## src/logic/tmsc_defines.vh

```
`ifndef TMSC_DEFINES_VH
`define TMSC_DEFINES_VH
// ==========================================================
// register byte offsets
`define TMSC_OFF_CTRL 8'h00
`define TMSC_OFF_ADDR 8'h04
`define TMSC_OFF_TIME 8'h08
`define TMSC_OFF_STAT 8'h0C
`define TMSC_OFF_BLEN 8'h10
`define TMSC_OFF_BELL 8'h14
`define TMSC_OFF_EVT 8'h18
// ==========================================================
// control register fields
`define TMSC_CTRL_EMODE_LSB 0
`define TMSC_CTRL_FLIP 2
`define TMSC_CTRL_WEEK 3
// event selection modes
`define TMSC_EM_FREE 2'h0
`define TMSC_EM_LOCK_ARR 2'h1
`define TMSC_EM_LOCK_DEP 2'h2
`define TMSC_EM_SCHED 2'h3
// ==========================================================
// time register fields: sec [5:0], minute [16:6], day [19:17]
`define TMSC_TIME_MIN_LSB 6
`define TMSC_TIME_DAY_LSB 17
// table entry fields
`define TMSC_ENT_EN 15
`define TMSC_ENT_EVT 11
`define TMSC_ENT_IDX_LSB 16
// ==========================================================
// reset values
`define TMSC_CTRL_RST 4'h0
`define TMSC_ADDR_RST 8'h00
`define TMSC_BLEN_RST 8'h05
// ==========================================================
// timing
`define TMSC_CLK_HZ 50000000
`define TMSC_CYC_PER_MS (`TMSC_CLK_HZ / 1000)
`define TMSC_SHOW_MS 1000
`define TMSC_ADDR_WAIT_MS 2500
`define TMSC_BEEP_MS 100
`define TMSC_OVR_MS 5000
`define TMSC_MS_PER_S 1000
`define TMSC_SYNC_CYC 4
`define TMSC_MIN_PER_DAY 1440
`endif

```

## src/logic/tmsc_top.v

```verilog
`timescale 1ns/1ps
`include "tmsc_defines.vh"
module tmsc_top #(
   parameter CYC_PER_MS = `TMSC_CYC_PER_MS
) (
   input wire pclk, // 50 MHz clock
   input wire presetn, // async reset, active low
   input wire psel, // apb select
   input wire penable, // apb enable
   input wire pwrite, // apb direction
   input wire [7:0] paddr, // apb byte address
   input wire [31:0] pwdata, // apb write data
   output reg [31:0] prdata, // apb read data
   output reg pready, // apb ready
   output reg pslverr, // apb error
   input wire btn_arrive_n, // arrival button pin, low pressed
   input wire btn_depart_n, // departure button pin, low pressed
   input wire card_done, // card read finished pulse
   input wire [7:0] rx_addr, // address field of host frame
   input wire rx_addr_vld, // rx_addr valid pulse
   output reg addr_hit, // frame is for this terminal
   output reg firmware_service_mode, // service mode level
   output reg disp_show_addr, // display shows address
   output reg [7:0] disp_value, // address to display
   output reg disp_flip, // display turned 180 degrees
   output reg beep, // buzzer drive
   output reg bell_relay, // relay coil, high energised
   output reg event_depart // selected event, high departure
);
   // ==========================================================
   // state codes
   localparam ST_BOOT = 3'h0;
   localparam ST_SHOW = 3'h1;
   localparam ST_AWAIT = 3'h2;
   localparam ST_ASET = 3'h3;
   localparam ST_NORM = 3'h4;
   localparam ST_FW = 3'h5;
   localparam [11:0] SHOW_MS = `TMSC_SHOW_MS;
   localparam [11:0] AWAIT_MS = `TMSC_ADDR_WAIT_MS;
   localparam [11:0] BEEP_MS = `TMSC_BEEP_MS;
   localparam [12:0] OVR_MS = `TMSC_OVR_MS;
   localparam [9:0] MS_PER_S = `TMSC_MS_PER_S;
   localparam [10:0] MIN_DAY = `TMSC_MIN_PER_DAY;
   localparam [7:0] ADDR_MAX = 8'h0A;

   // ==========================================================
   // button synchroniser
   wire [1:0] btn_lvl; // filtered pin levels
   wire arr_p = ~btn_lvl[0]; // arrival pressed
   wire dep_p = ~btn_lvl[1]; // departure pressed
   reg arr_d_q; // previous arrival level
   reg dep_d_q; // previous departure level
   wire arr_edge = arr_p & ~arr_d_q; // arrival press
   wire dep_edge = dep_p & ~dep_d_q; // departure press
   tmsc_btn_sync #(.N(2)) u_sync (
      .pclk(pclk),
      .presetn(presetn),
      .din({btn_depart_n, btn_arrive_n}),
      .dout(btn_lvl)
   );

   // ==========================================================
   // millisecond and second enables
   reg [31:0] div_q; // clock divider
   reg [9:0] ms_q; // ms within second
   wire ms_tick = (div_q == CYC_PER_MS - 1); // one per ms
   wire s_tick = ms_tick & (ms_q == MS_PER_S - 10'h001); // one per s
   // divider chain
   always @(posedge pclk or negedge presetn) begin
      if (!presetn) begin
         div_q <= 32'h0000_0000;
         ms_q <= 10'h000;
      end else if (ms_tick) begin
         div_q <= 32'h0000_0000;
         ms_q <= s_tick ? 10'h000 : ms_q + 10'h001;
      end else begin
         div_q <= div_q + 32'h0000_0001;
      end
   end

   // ==========================================================
   // apb slave, one wait state
   reg [3:0] ctrl_q; // mode, flip, weekly
   reg [7:0] addr_q; // network address
   reg [7:0] blen_q; // bell length in seconds
   reg [5:0] sec_q; // seconds
   reg [10:0] min_q; // minute of day
   reg [2:0] day_q; // weekday, 0 sunday
   wire acc = psel & penable & pready; // completing edge
   wire wr = acc & pwrite;
   wire hit_ctrl = (paddr == `TMSC_OFF_CTRL);
   wire hit_addr = (paddr == `TMSC_OFF_ADDR);
   wire hit_time = (paddr == `TMSC_OFF_TIME);
   wire hit_stat = (paddr == `TMSC_OFF_STAT);
   wire hit_blen = (paddr == `TMSC_OFF_BLEN);
   wire hit_bell = (paddr == `TMSC_OFF_BELL);
   wire hit_evt = (paddr == `TMSC_OFF_EVT);
   wire mapped = hit_ctrl | hit_addr | hit_time | hit_stat | hit_blen |
      hit_bell | hit_evt;
   reg [31:0] rd_d; // read mux
   // read mux, tables are write only
   always @* begin
      rd_d = 32'h0000_0000;
      if (hit_ctrl) begin
         rd_d[3:0] = ctrl_q;
      end else if (hit_addr) begin
         rd_d[7:0] = addr_q;
      end else if (hit_time) begin
         rd_d[19:0] = {day_q, min_q, sec_q};
      end else if (hit_stat) begin
         rd_d[3:0] = {event_depart, bell_relay, firmware_service_mode,
            disp_show_addr};
      end else if (hit_blen) begin
         rd_d[7:0] = blen_q;
      end
   end
   // handshake and read capture
   always @(posedge pclk or negedge presetn) begin
      if (!presetn) begin
         pready <= 1'b0;
         prdata <= 32'h0000_0000;
         pslverr <= 1'b0;
      end else begin
         pready <= psel & penable & ~pready;
         if (psel & penable & ~pready) begin
            prdata <= pwrite ? 32'h0000_0000 : rd_d;
            pslverr <= ~mapped;
         end else begin
            pslverr <= 1'b0;
         end
      end
   end

   // ==========================================================
   // timekeeping, software may set it
   // time of day counter
   always @(posedge pclk or negedge presetn) begin
      if (!presetn) begin
         sec_q <= 6'h00;
         min_q <= 11'h000;
         day_q <= 3'h0;
      end else if (wr & hit_time) begin
         sec_q <= pwdata[5:0];
         min_q <= pwdata[`TMSC_TIME_DAY_LSB-1:`TMSC_TIME_MIN_LSB];
         day_q <= pwdata[`TMSC_TIME_DAY_LSB+2:`TMSC_TIME_DAY_LSB];
      end else if (s_tick) begin
         sec_q <= (sec_q == 6'h3B) ? 6'h00 : sec_q + 6'h01;
         if (sec_q == 6'h3B) begin
            min_q <= (min_q == MIN_DAY - 11'h001) ? 11'h000 :
               min_q + 11'h001;
            if (min_q == MIN_DAY - 11'h001) begin
               day_q <= (day_q == 3'h6) ? 3'h0 : day_q + 3'h1;
            end
         end
      end
   end

   // ==========================================================
   // schedule tables and scan
   reg [4:0] scan_q; // scan index
   reg [4:0] scan_d1_q; // index of the entry now read
   reg bell_acc_q; // bell match this scan
   reg bell_m_q; // bell match last scan
   reg evt_acc_q; // event match this scan
   reg evt_val_q; // event of matching entry
   wire [11:0] bell_ent; // bell entry: en, minute
   wire [12:0] evt_ent; // event entry: en, event, minute
   wire [2:0] bday = ctrl_q[`TMSC_CTRL_WEEK] ? day_q : 3'h0;
   wire bell_m = bell_ent[11] & (bell_ent[10:0] == min_q);
   wire evt_m = evt_ent[12] & (evt_ent[10:0] == min_q);
   // daily uses day slot 0, weekly the weekday slot
   tmsc_tbl #(.AW(8), .DW(12)) u_bell (
      .pclk(pclk),
      .we(wr & hit_bell),
      .waddr(pwdata[`TMSC_ENT_IDX_LSB+7:`TMSC_ENT_IDX_LSB]),
      .wdata({pwdata[`TMSC_ENT_EN], pwdata[10:0]}),
      .raddr({bday, scan_q}),
      .rdata(bell_ent)
   );
   tmsc_tbl #(.AW(5), .DW(13)) u_evt (
      .pclk(pclk),
      .we(wr & hit_evt),
      .waddr(pwdata[`TMSC_ENT_IDX_LSB+4:`TMSC_ENT_IDX_LSB]),
      .wdata({pwdata[`TMSC_ENT_EN], pwdata[`TMSC_ENT_EVT], pwdata[10:0]}),
      .raddr(scan_q),
      .rdata(evt_ent)
   );
   reg evt_hit_q; // event entry matched last scan
   // continuous scan, result latched after entry 31
   always @(posedge pclk or negedge presetn) begin
      if (!presetn) begin
         scan_q <= 5'h00;
         scan_d1_q <= 5'h00;
         bell_acc_q <= 1'b0;
         bell_m_q <= 1'b0;
         evt_acc_q <= 1'b0;
         evt_val_q <= 1'b0;
         evt_hit_q <= 1'b0;
      end else begin
         scan_q <= scan_q + 5'h01;
         scan_d1_q <= scan_q;
         if (scan_d1_q == 5'h1F) begin
            bell_m_q <= bell_acc_q | bell_m;
            evt_hit_q <= evt_acc_q | evt_m;
            bell_acc_q <= 1'b0;
            evt_acc_q <= 1'b0;
         end else begin
            bell_acc_q <= bell_acc_q | bell_m;
            evt_acc_q <= evt_acc_q | evt_m;
         end
         if (evt_m) begin
            evt_val_q <= evt_ent[11];
         end
      end
   end

   // ==========================================================
   // boot mode and address setting
   reg [2:0] st_q; // mode state
   reg [11:0] ms_cnt_q; // ms counter for boot phases
   reg [2:0] cyc_q; // sync settle count
   reg [11:0] beep_q; // remaining beep ms
   // mode sequencer
   always @(posedge pclk or negedge presetn) begin
      if (!presetn) begin
         st_q <= ST_BOOT;
         ms_cnt_q <= 12'h000;
         cyc_q <= 3'h0;
         beep_q <= 12'h000;
         addr_q <= `TMSC_ADDR_RST;
         ctrl_q <= `TMSC_CTRL_RST;
         blen_q <= `TMSC_BLEN_RST;
         firmware_service_mode <= 1'b0;
         disp_show_addr <= 1'b0;
         disp_value <= 8'h00;
         beep <= 1'b0;
         disp_flip <= 1'b0;
      end else begin
         if (ms_tick && beep_q != 12'h000) begin
            beep_q <= beep_q - 12'h001;
         end
         beep <= (beep_q != 12'h000);
         if (wr & hit_ctrl) begin
            ctrl_q <= pwdata[3:0];
         end
         if (wr & hit_blen) begin
            blen_q <= pwdata[7:0];
         end
         if (wr & hit_addr) begin
            addr_q <= pwdata[7:0];
         end
         disp_flip <= ctrl_q[`TMSC_CTRL_FLIP];
         case (st_q)
            ST_BOOT: begin
               cyc_q <= cyc_q + 3'h1;
               if (cyc_q == `TMSC_SYNC_CYC) begin
                  ms_cnt_q <= 12'h000;
                  disp_value <= addr_q;
                  if (arr_p) begin
                     st_q <= ST_FW;
                     firmware_service_mode <= 1'b1;
                  end else if (dep_p) begin
                     st_q <= ST_AWAIT;
                  end else begin
                     st_q <= ST_SHOW;
                     disp_show_addr <= 1'b1;
                  end
               end
            end
            ST_SHOW: begin
               if (ms_tick) begin
                  ms_cnt_q <= ms_cnt_q + 12'h001;
               end
               if (ms_cnt_q == SHOW_MS) begin
                  disp_show_addr <= 1'b0;
                  st_q <= ST_NORM;
               end
            end
            ST_AWAIT: begin
               if (ms_tick) begin
                  ms_cnt_q <= ms_cnt_q + 12'h001;
               end
               // start on a tick so the beep lasts whole ms
               if (ms_tick && ms_cnt_q == AWAIT_MS - 12'h001) begin
                  beep_q <= BEEP_MS;
                  disp_value <= addr_q;
                  disp_show_addr <= 1'b1;
                  st_q <= ST_ASET;
               end
            end
            ST_ASET: begin
               if (!dep_p) begin
                  addr_q <= disp_value;
                  disp_show_addr <= 1'b0;
                  st_q <= ST_NORM;
               end else if (arr_edge) begin
                  disp_value <= (disp_value >= ADDR_MAX) ? 8'h00 :
                     disp_value + 8'h01;
               end
            end
            ST_NORM: begin
               st_q <= ST_NORM;
            end
            ST_FW: begin
               st_q <= ST_FW;
               firmware_service_mode <= 1'b1;
            end
            default: begin
               st_q <= ST_BOOT;
            end
         endcase
      end
   end

   // ==========================================================
   // address match, bell relay, event selection
   reg [12:0] ovr_q; // manual override ms left
   reg ovr_on_q; // manual override active
   wire [1:0] emode = ctrl_q[1:0];
   wire norm = (st_q == ST_NORM);
   // outputs in normal operation
   always @(posedge pclk or negedge presetn) begin
      if (!presetn) begin
         arr_d_q <= 1'b0;
         dep_d_q <= 1'b0;
         addr_hit <= 1'b0;
         bell_relay <= 1'b0;
         event_depart <= 1'b0;
         ovr_q <= 13'h0000;
         ovr_on_q <= 1'b0;
      end else begin
         arr_d_q <= arr_p;
         dep_d_q <= dep_p;
         addr_hit <= rx_addr_vld & norm &
            ((rx_addr == addr_q) | (rx_addr == 8'h00));
         bell_relay <= norm & bell_m_q &
            ({2'b00, sec_q} < blen_q);
         if (ms_tick && ovr_q != 13'h0000) begin
            ovr_q <= ovr_q - 13'h0001;
         end
         if (norm) begin
            case (emode)
               `TMSC_EM_FREE: begin
                  ovr_on_q <= 1'b0;
                  if (arr_edge) begin
                     event_depart <= 1'b0;
                  end else if (dep_edge) begin
                     event_depart <= 1'b1;
                  end
               end
               `TMSC_EM_LOCK_ARR: begin
                  ovr_on_q <= 1'b0;
                  event_depart <= 1'b0;
               end
               `TMSC_EM_LOCK_DEP: begin
                  ovr_on_q <= 1'b0;
                  event_depart <= 1'b1;
               end
               default: begin
                  if (arr_edge | dep_edge) begin
                     event_depart <= dep_edge & ~arr_edge;
                     ovr_on_q <= 1'b1;
                     ovr_q <= OVR_MS;
                  end else if (ovr_on_q &
                     (card_done | ovr_q == 13'h0000)) begin
                     ovr_on_q <= 1'b0;
                     event_depart <= evt_val_q; // last scheduled event
                  end else if (!ovr_on_q && evt_hit_q) begin
                     event_depart <= evt_val_q;
                  end
               end
            endcase
         end
      end
   end
endmodule

```

## src/logic/tmsc_btn_sync.v

```verilog
`timescale 1ns/1ps
// ==========================================================
// three-flop synchroniser, output moves when stages 2 and 3 agree
module tmsc_btn_sync #(
   parameter N = 2
) (
   input wire pclk, // clock
   input wire presetn, // async reset, active low
   input wire [N-1:0] din, // raw pin levels
   output wire [N-1:0] dout // filtered levels
);
   genvar i;
   generate
      for (i = 0; i < N; i = i + 1) begin : g_bit
         reg s1_q; // first stage, read only by s2
         reg s2_q; // second stage
         reg s3_q; // third stage
         reg out_q; // agreed level
         // shift chain and agreement
         always @(posedge pclk or negedge presetn) begin
            if (!presetn) begin
               s1_q <= 1'b1;
               s2_q <= 1'b1;
               s3_q <= 1'b1;
               out_q <= 1'b1;
            end else begin
               s1_q <= din[i];
               s2_q <= s1_q;
               s3_q <= s2_q;
               if (s2_q == s3_q) begin
                  out_q <= s3_q;
               end
            end
         end
         assign dout[i] = out_q;
      end
   endgenerate
endmodule

```

## src/logic/tmsc_tbl.v

```verilog
`timescale 1ns/1ps
// ==========================================================
// schedule table, one write port, one registered read port
module tmsc_tbl #(
   parameter AW = 5,
   parameter DW = 12
) (
   input wire pclk, // clock
   input wire we, // write strobe
   input wire [AW-1:0] waddr, // write index
   input wire [DW-1:0] wdata, // write entry
   input wire [AW-1:0] raddr, // scan index
   output reg [DW-1:0] rdata // entry, one cycle after raddr
);
   reg [DW-1:0] mem [0:(1<<AW)-1]; // entry storage
   integer k;
   // entries start disabled
   initial begin
      for (k = 0; k < (1<<AW); k = k + 1) begin
         mem[k] = {DW{1'b0}};
      end
   end
   // write and read
   always @(posedge pclk) begin
      if (we) begin
         mem[waddr] <= wdata;
      end
      rdata <= mem[raddr];
   end
endmodule

```

## config.mk

```make
export PLATFORM = sky130hd
export DESIGN_NAME = tmsc_top
export DESIGN_NICKNAME = d
export VERILOG_FILES = /design/src/logic/tmsc_top.v /design/src/logic/tmsc_btn_sync.v /design/src/logic/tmsc_tbl.v
export VERILOG_INCLUDE_DIRS = /design/src /design/src/logic
export SDC_FILE = /design/constraint.sdc
export NUM_CORES = 2
export LEC_CHECK = 0
export ABC_AREA = 0
export BUFFER_PORTS_ARGS = -buffer_cell sky130_fd_sc_hd__buf_2
export CAP_MARGIN = 20
export CORE_UTILIZATION = 50
export CTS_CLUSTER_SIZE = 40
export DETAILED_ROUTE_END_ITERATION = 7
export HOLD_SLACK_MARGIN = 0.02
export PLACE_DENSITY = 0.68
export SYNTH_ARGS = -nofsm -noshare
export SYNTH_HDL_FRONTEND = slang
export SYNTH_SLANG_ARGS = --single-unit
export TNS_END_PERCENT = 20
```

## constraint.sdc

```tcl
create_clock -name pclk -period 2.45 [get_ports pclk]
set_input_delay 0.1225 -clock pclk [delete_from_list [all_inputs] [get_ports pclk]]
set_output_delay 0.1225 -clock pclk [all_outputs]
set_load 0.03 [all_outputs]
```

# Yosys cells after proc, flatten, opt, wreduce, memory -nomap -nowiden
# Memory sizes are Yosys's and may differ from the RTL's. A register that Yosys moved wholly into a read port is not among the register bits.
# Cells that the tools add are included.
[word_totals] regBits=200 latchBits=0 ram_bits=3488 romBits=0 wordCells=243 n_memories=2
[mem_list] name="u_bell.mem" depth=256 word_bits=12 rd=1 rd_clocked_by_memory_dff=1 write_ports=1 line="tmsc_tbl.v:15" rtl="reg [DW-1:0] mem [0:(1<<AW)-1];"
[mem_list] name="u_evt.mem" depth=32 word_bits=13 rd=1 rd_clocked_by_memory_dff=1 write_ports=1 line="tmsc_tbl.v:15"
[classes] n_addsub=11 multipliers=0 n_div=0 magnitude_cmp=2 eq_ne=38 n_shift=0 n_mux=77 bitwise_logic=39 reduce_logical=32
[op_table] cell="8-bit 2-to-1 mux" count=11
[op_table] cell="12-bit 2-to-1 mux" count=7
[op_table] cell="13-bit 2-to-1 mux" count=4
[op_table] cell="11-bit 2-to-1 mux" count=4
[op_table] cell="3-bit 2-to-1 mux" count=11
[op_table] cell="32-bit by 1-bit adder with 32-bit output (second input constant)" count=1
[op_table] cell="32-bit by 16-bit equality test with 1-bit output (second input constant)" count=1
[op_table] cell="32-bit 2-to-1 mux" count=1
[op_table] cell="8-bit by 5-bit equality test with 1-bit output (second input constant)" count=3
[op_table] cell="12-bit case mux with 2 select lines" count=1
[op_table] cell="8-bit case mux with 3 select lines" count=1
[op_table] cell="1-bit 2-to-1 mux" count=23
[op_table] cell="11-bit equality test" count=2
[op_table] cell="1-bit bitwise AND" count=21
[op_table] cell="20-bit 2-to-1 mux" count=1
[op_table] cell="6-bit 2-to-1 mux" count=3
[op_table] cell="3-bit case mux with 6 select lines" count=1
[op_table] cell="8-bit by 4-bit equality test with 1-bit output (second input constant)" count=2
[op_table] cell="8-bit zero test" count=2
[op_table] cell="16-bit 2-to-1 mux" count=1
[op_table] cell="13-bit zero test" count=1
[op_table] cell="13-bit nonzero test" count=1
[op_table] cell="13-bit by 1-bit subtractor with 13-bit output (second input constant)" count=1
[op_table] cell="12-bit by 1-bit adder with 12-bit output (second input constant)" count=1
[op_table] cell="50 further kinds" count=94

# Depth between registers and ports, before layout
[logic_depth] depth_word=9 ltp_mapped=14

# Hierarchy
# From an unflattened synthesis, not the netlist that was laid out.
[unflattened] hier_cells=7444 area_unflattened_um2=145199.3
[modules_own_cells] module="tmsc_tbl (u_bell)" n_inst=1 cells_per_inst=5506 area_per_inst_um2=118632.5 seq_area_each_um2=92488.7
[modules_own_cells] module="tmsc_tbl (u_evt)" n_inst=1 cells_per_inst=936 area_per_inst_um2=16728.5 seq_area_each_um2=12752.2
[modules_own_cells] module="tmsc_top" n_inst=1 cells_per_inst=990 area_per_inst_um2=9590.4 seq_area_each_um2=4506.8
[modules_own_cells] module="tmsc_btn_sync" n_inst=1 cells_per_inst=12 area_per_inst_um2=247.7 seq_area_each_um2=210.2

# Worst setup path after synthesis
# OpenSTA, ideal clock, no wires.
[synth_timing] kind="register -> register" start="register pready" end="memory u_bell.mem[252][0] (netlist: u_bell.mem[126][0]) (enable)" setup_ps=380 arrival_ps=2579 required_ps=2070 slack_ps=-510 stages_incl_launch_ff=7 path_buffers=1 path_cell_list="dfrtp_1 nand4_1 nor3_1 and3b_1 nand3_1 clkbuf_1 nor2_1"
[synth_via] elab_chain_len=5
[synth_lines] item="start: declaration" line="tmsc_top.v:14" rtl="output reg pready,"
[synth_lines] item="start signal: assignment" line="tmsc_top.v:124" rtl="pready <= psel & penable & ~pready;"
[synth_lines] item="1-bit bitwise AND" line="tmsc_top.v:89" rtl="wire acc = psel & penable & pready;"
[synth_lines] item="1-bit bitwise AND" line="tmsc_top.v:90" rtl="wire wr = acc & pwrite;"
[synth_lines] item="1-bit bitwise AND" line="tmsc_top.v:174" rtl=".we(wr & hit_bell),"
[synth_lines] item="1-bit 2-to-1 mux" line="tmsc_tbl.v:25" rtl="if (we) begin"
[synth_lines] item="1-bit 2-to-1 mux (not written as such)" line="tmsc_tbl.v:26" rtl="mem[waddr] <= wdata;"
[synth_lines] item="end: declaration" line="tmsc_tbl.v:15"
# No other way between the ends.

==> flow_summary.toml <==
[drt]
vias = 80100
via_per_inst = 6.36
drt_iter0_drc = 10700
drtAntennaViolNets = 0
wl_mm = 415
drc = 0
drtPass1Iterations = 7
wl_per_cell_um = 33.0

[placed_design]
place_congestion = 0.953
place_inst = 11700
hpwl_mm = 267
port_buffers = 85

[synthesis]
ys_seq_area_share_pct = 76.3
ys_ff_latch = 3701
ys_types = 96
postSynthCellCount = 7023
avgSynthCellArea_um2 = 20.5
yosysWarningCount = 0
async_reset_ff_share_pct = 5.08
synth.area.top_cells = "edfxtp_1 73%, mux4_2 14%, dfrtp_1 3.1%"
synthesis.area_um2 = 144000
synth_enable_flop_cells = 3488
yosysTopAreaCell = "edfxtp_1"
yosys_most_used_dff = "edfxtp_1"
synth_top_area_share_pct = 72.6

[power]
pwr-share-comb_pct = 2.4
ir_drop_uv = 688
p_sw_share_pct = 21.0
pwr_density_cell_nw_per_um2 = 723
p_seq_share_pct = 54.1
p_sw_uw = 27000
leakage_uw = 0.0589
p_int_uw = 102000
p_clk_share_pct = 43.4

[critical_path]
cp.arrival_ns = 3.92
worst_path_max_delay_cell = "mux4_2"
crit_path_start_kind = "flip-flop"
max_stage_delay_ns = 0.57
worstPathRequired_ns = 3.28
end_kind = "flip-flop"
crit_chain = "buf_8 -> buf_16 -> buf_16 -> mux4_2 -> mux4_2 -> a22o_1 -> a211oi_4 -> buf_6 -> o32ai_2"
path_max_fanout = 10
path_class = "reg2reg"

[die]
die_y_um = 539
core-area_um2 = 286000
rows = 196
die_area_um2 = 291000
pin_count = 106
die_w_um = 539
start_util_pct = 50.4

[finish]
drive_gt1_share_pct = 37.4
fin_cells = 12600
final_util_pct = 62.2
fillers = 19100
syn_to_final_growth_pct = 23.3
finalNetCount = 8591

[global_route]
grt_max_degree = 122
grt_pass1_wl_mm = 584
grt_overflow = 0
grt_usage_pct = 28.2
first_global_vias = 79500
grt_antenna_before_repair = 8

[timing]
worst_slew_pin_slew_ns = 1.07
rsz0062_at_grt = "yes"
relSlewSlack_pct = 28.9
setup_viol = 25
holdWs_ns = -0.0454
fmax_mhz = 324
finalClockSkew_ns = 0.0706
worst_slack_ns = -0.640
hold_viol_final = 4
min_period_over_period_pct = 126
finalMaxSlewViolations = 0
post-route-min-period_ns = 3.09

[clock_network]
cts.sinks = 3701
htree_levels = 5
clk_pin_slew_ns = 0.06
worstSkewPairLatency_ns = 0.98
clockBufferDepth = 4
numCtsBuffers = 373
cts_root_buf = "clkbuf_16"
cts_tree = "done"

[run_status]
run_status = "finished with violations"
violations = "negative hold slack, negative setup slack"

[hold_path]
hp-class = "in2reg"

[flow_run]
drv_cap = 0
## Yosys cell counts (all sizes together) (22+ instances only)
| library cell | instances |
|---|---|
| o22ai | 31 |
| nor4 | 26 |
| o21ai | 81 |
| mux4 | 868 |
| edfxtp | 3488 |
| nand3 | 99 |
| mux2i | 154 |
| xnor2 | 76 |
| and3 | 25 |
| a22oi | 143 |
| dfrtp | 178 |
| nand4 | 45 |
| a22o | 46 |
| xor2 | 22 |
| buf | 238 |
| nand2 | 282 |
| a211oi | 28 |
| o221ai | 23 |
| inv | 34 |
| nor3 | 70 |
| a21oi | 124 |
| mux2 | 32 |
| dfxtp | 25 |
| nor2 | 428 |
| clkbuf | 152 |
| a221oi | 30 |
| a31oi | 24 |
## cells by family after synthesis
kind of cell	synth area share, %
multiplexers	14.9
AND/OR/NAND/NOR	3.58
adder cells (fa/ha/maj)	0.195
AO/OA/AOI/OAI	2.98
other	0.00260
buffers and inverters	1.51
flip-flops	76.3
XOR/XNOR	0.595
## flip-flops by register name (all words and copies together) (netlist names), 3 cells and up
| register | flops |
|---|---|
| u_bell.mem | 3072 |
| u_evt.mem | 416 |
| div_q | 32 |
| prdata | 20 |
| ovr_q | 13 |
| u_evt.rdata | 13 |
| beep_q | 12 |
| ms_cnt_q | 12 |
| u_bell.rdata | 12 |
| min_q | 11 |
| ms_q | 10 |
| addr_q | 8 |
| blen_q | 8 |
| disp_value | 8 |
| sec_q | 6 |
| scan_d1_q | 5 |
| scan_q | 5 |
| ctrl_q | 4 |
| cyc_q | 3 |
| day_q | 3 |
| st_q | 3 |
## path summary, 6_finish.rpt
path | startpoint | endpoint | slack (ns) | cells after the start
hold / removal | paddr[4] | prdata[5] | -0.05 | 7
hold reg to reg | u_sync.g_bit[0].s1_q | u_sync.g_bit[0].s2_q | 0.35 | 0
setup reg to reg | scan_q[0] | u_bell.rdata[4] | -0.64 | 9
setup / recovery | scan_q[0] | u_bell.rdata[4] | -0.64 | 9
min in group asynchronous | presetn | ctrl_q[0] | 0.35 | 4
max in group asynchronous | presetn | scan_q[4] | 1.74 | 4
## layer usage
layer / wire length [um] / vias to the layer above / share of wire (%) / track usage (%)
li1: - / 32100 / - / -
met1: 155000 / 42200 / 37 / 38.5
met2: 194000 / 4892 / 47 / 43.7
met3: 45000 / 909 / 11 / 6.41
met4: 20400 / 8 / 4.9 / 12.4
met5: 222 / - / 0.053 / 0.542
## power by group through the flow
stage	Combinational, uW	Sequential (uW)	Clock [uW]
2_1_floorplan	957	71000	0
3_3_place_gp	2840	70900	0
3_5_place_dp	2990	70900	0
4_1_cts	3070	69600	56400
5_1_grt	3330	69600	58700
6_report	3110	69600	55800
## placed cells by master, fill, tap and decap left out, drive strengths merged, types with 15 or more instances in the layout
| cell | n |
|---|---|
| a211oi | 28 |
| a21oi | 124 |
| a221oi | 30 |
| a22o | 46 |
| a22oi | 143 |
| a31oi | 24 |
| and3 | 25 |
| buf | 1429 |
| bufinv | 24 |
| clkbuf | 483 |
| clkinv | 163 |
| clkinvlp | 15 |
| dfrtp | 178 |
| dfxtp | 25 |
| dlygate4sd3 | 52 |
| edfxtp | 3488 |
| ha | 20 |
| inv | 44 |
| mux2 | 32 |
| mux2i | 154 |
| mux4 | 868 |
| nand2 | 282 |
| nand3 | 99 |
| nand4 | 45 |
| nor2 | 428 |
| nor2b | 20 |
| nor3 | 70 |
| nor4 | 26 |
| o21ai | 81 |
| o221ai | 23 |
| o22ai | 31 |
| or4 | 15 |
| xnor2 | 76 |
| xor2 | 22 |
## through the flow
step / setup TNS (ns) / worst slack, ns / hold slack [ns] / instance area, um2 / total power [uW]
global placement: -171.86 / -1.36 / 0.173 / 162000 / 73800
finish: -14.39 / -0.640 / -0.0454 / 178000 / 129000
detailed placement: -208.79 / -1.08 / 0.179 / 162000 / 73900
floorplan: -132.91 / -0.118 / -0.173 / 145000 / 72000
global route: -15.42 / -0.664 / 0.0269 / 178000 / 132000
CTS: -13.73 / -0.645 / 0.0349 / 176000 / 129000
## area by class of cell
type                       count  area, um2  share of cell area (%)
clock inverter               212       2080                    1.17
multi-input combinational   2909      33900                    19.1
tap                         3762       4710                    2.65
clock buffer                 472       9920                    5.58
timing repair buffer        1495      17000                    9.58
inverter                      34        133                  0.0746
antenna                        5       12.5                 0.00704
sequential                  3701     110000                    61.9
## timing repair
action	CTS	global route
buffers inserted	42	69
setup endpoints to repair	510	407
pin swaps	17	31
hold endpoints to repair	3182	0
gates cloned	8	10
resized for setup	151	153
hold buffers	55	0
## critical path: cells and delay by family (launching register included)
family          cells  cell delay (ns)
buf+inv             4             0.71
mux                 2             1.07
flops               1             0.48
compound gates      3             0.69
(Power assumes the default switching activity.)
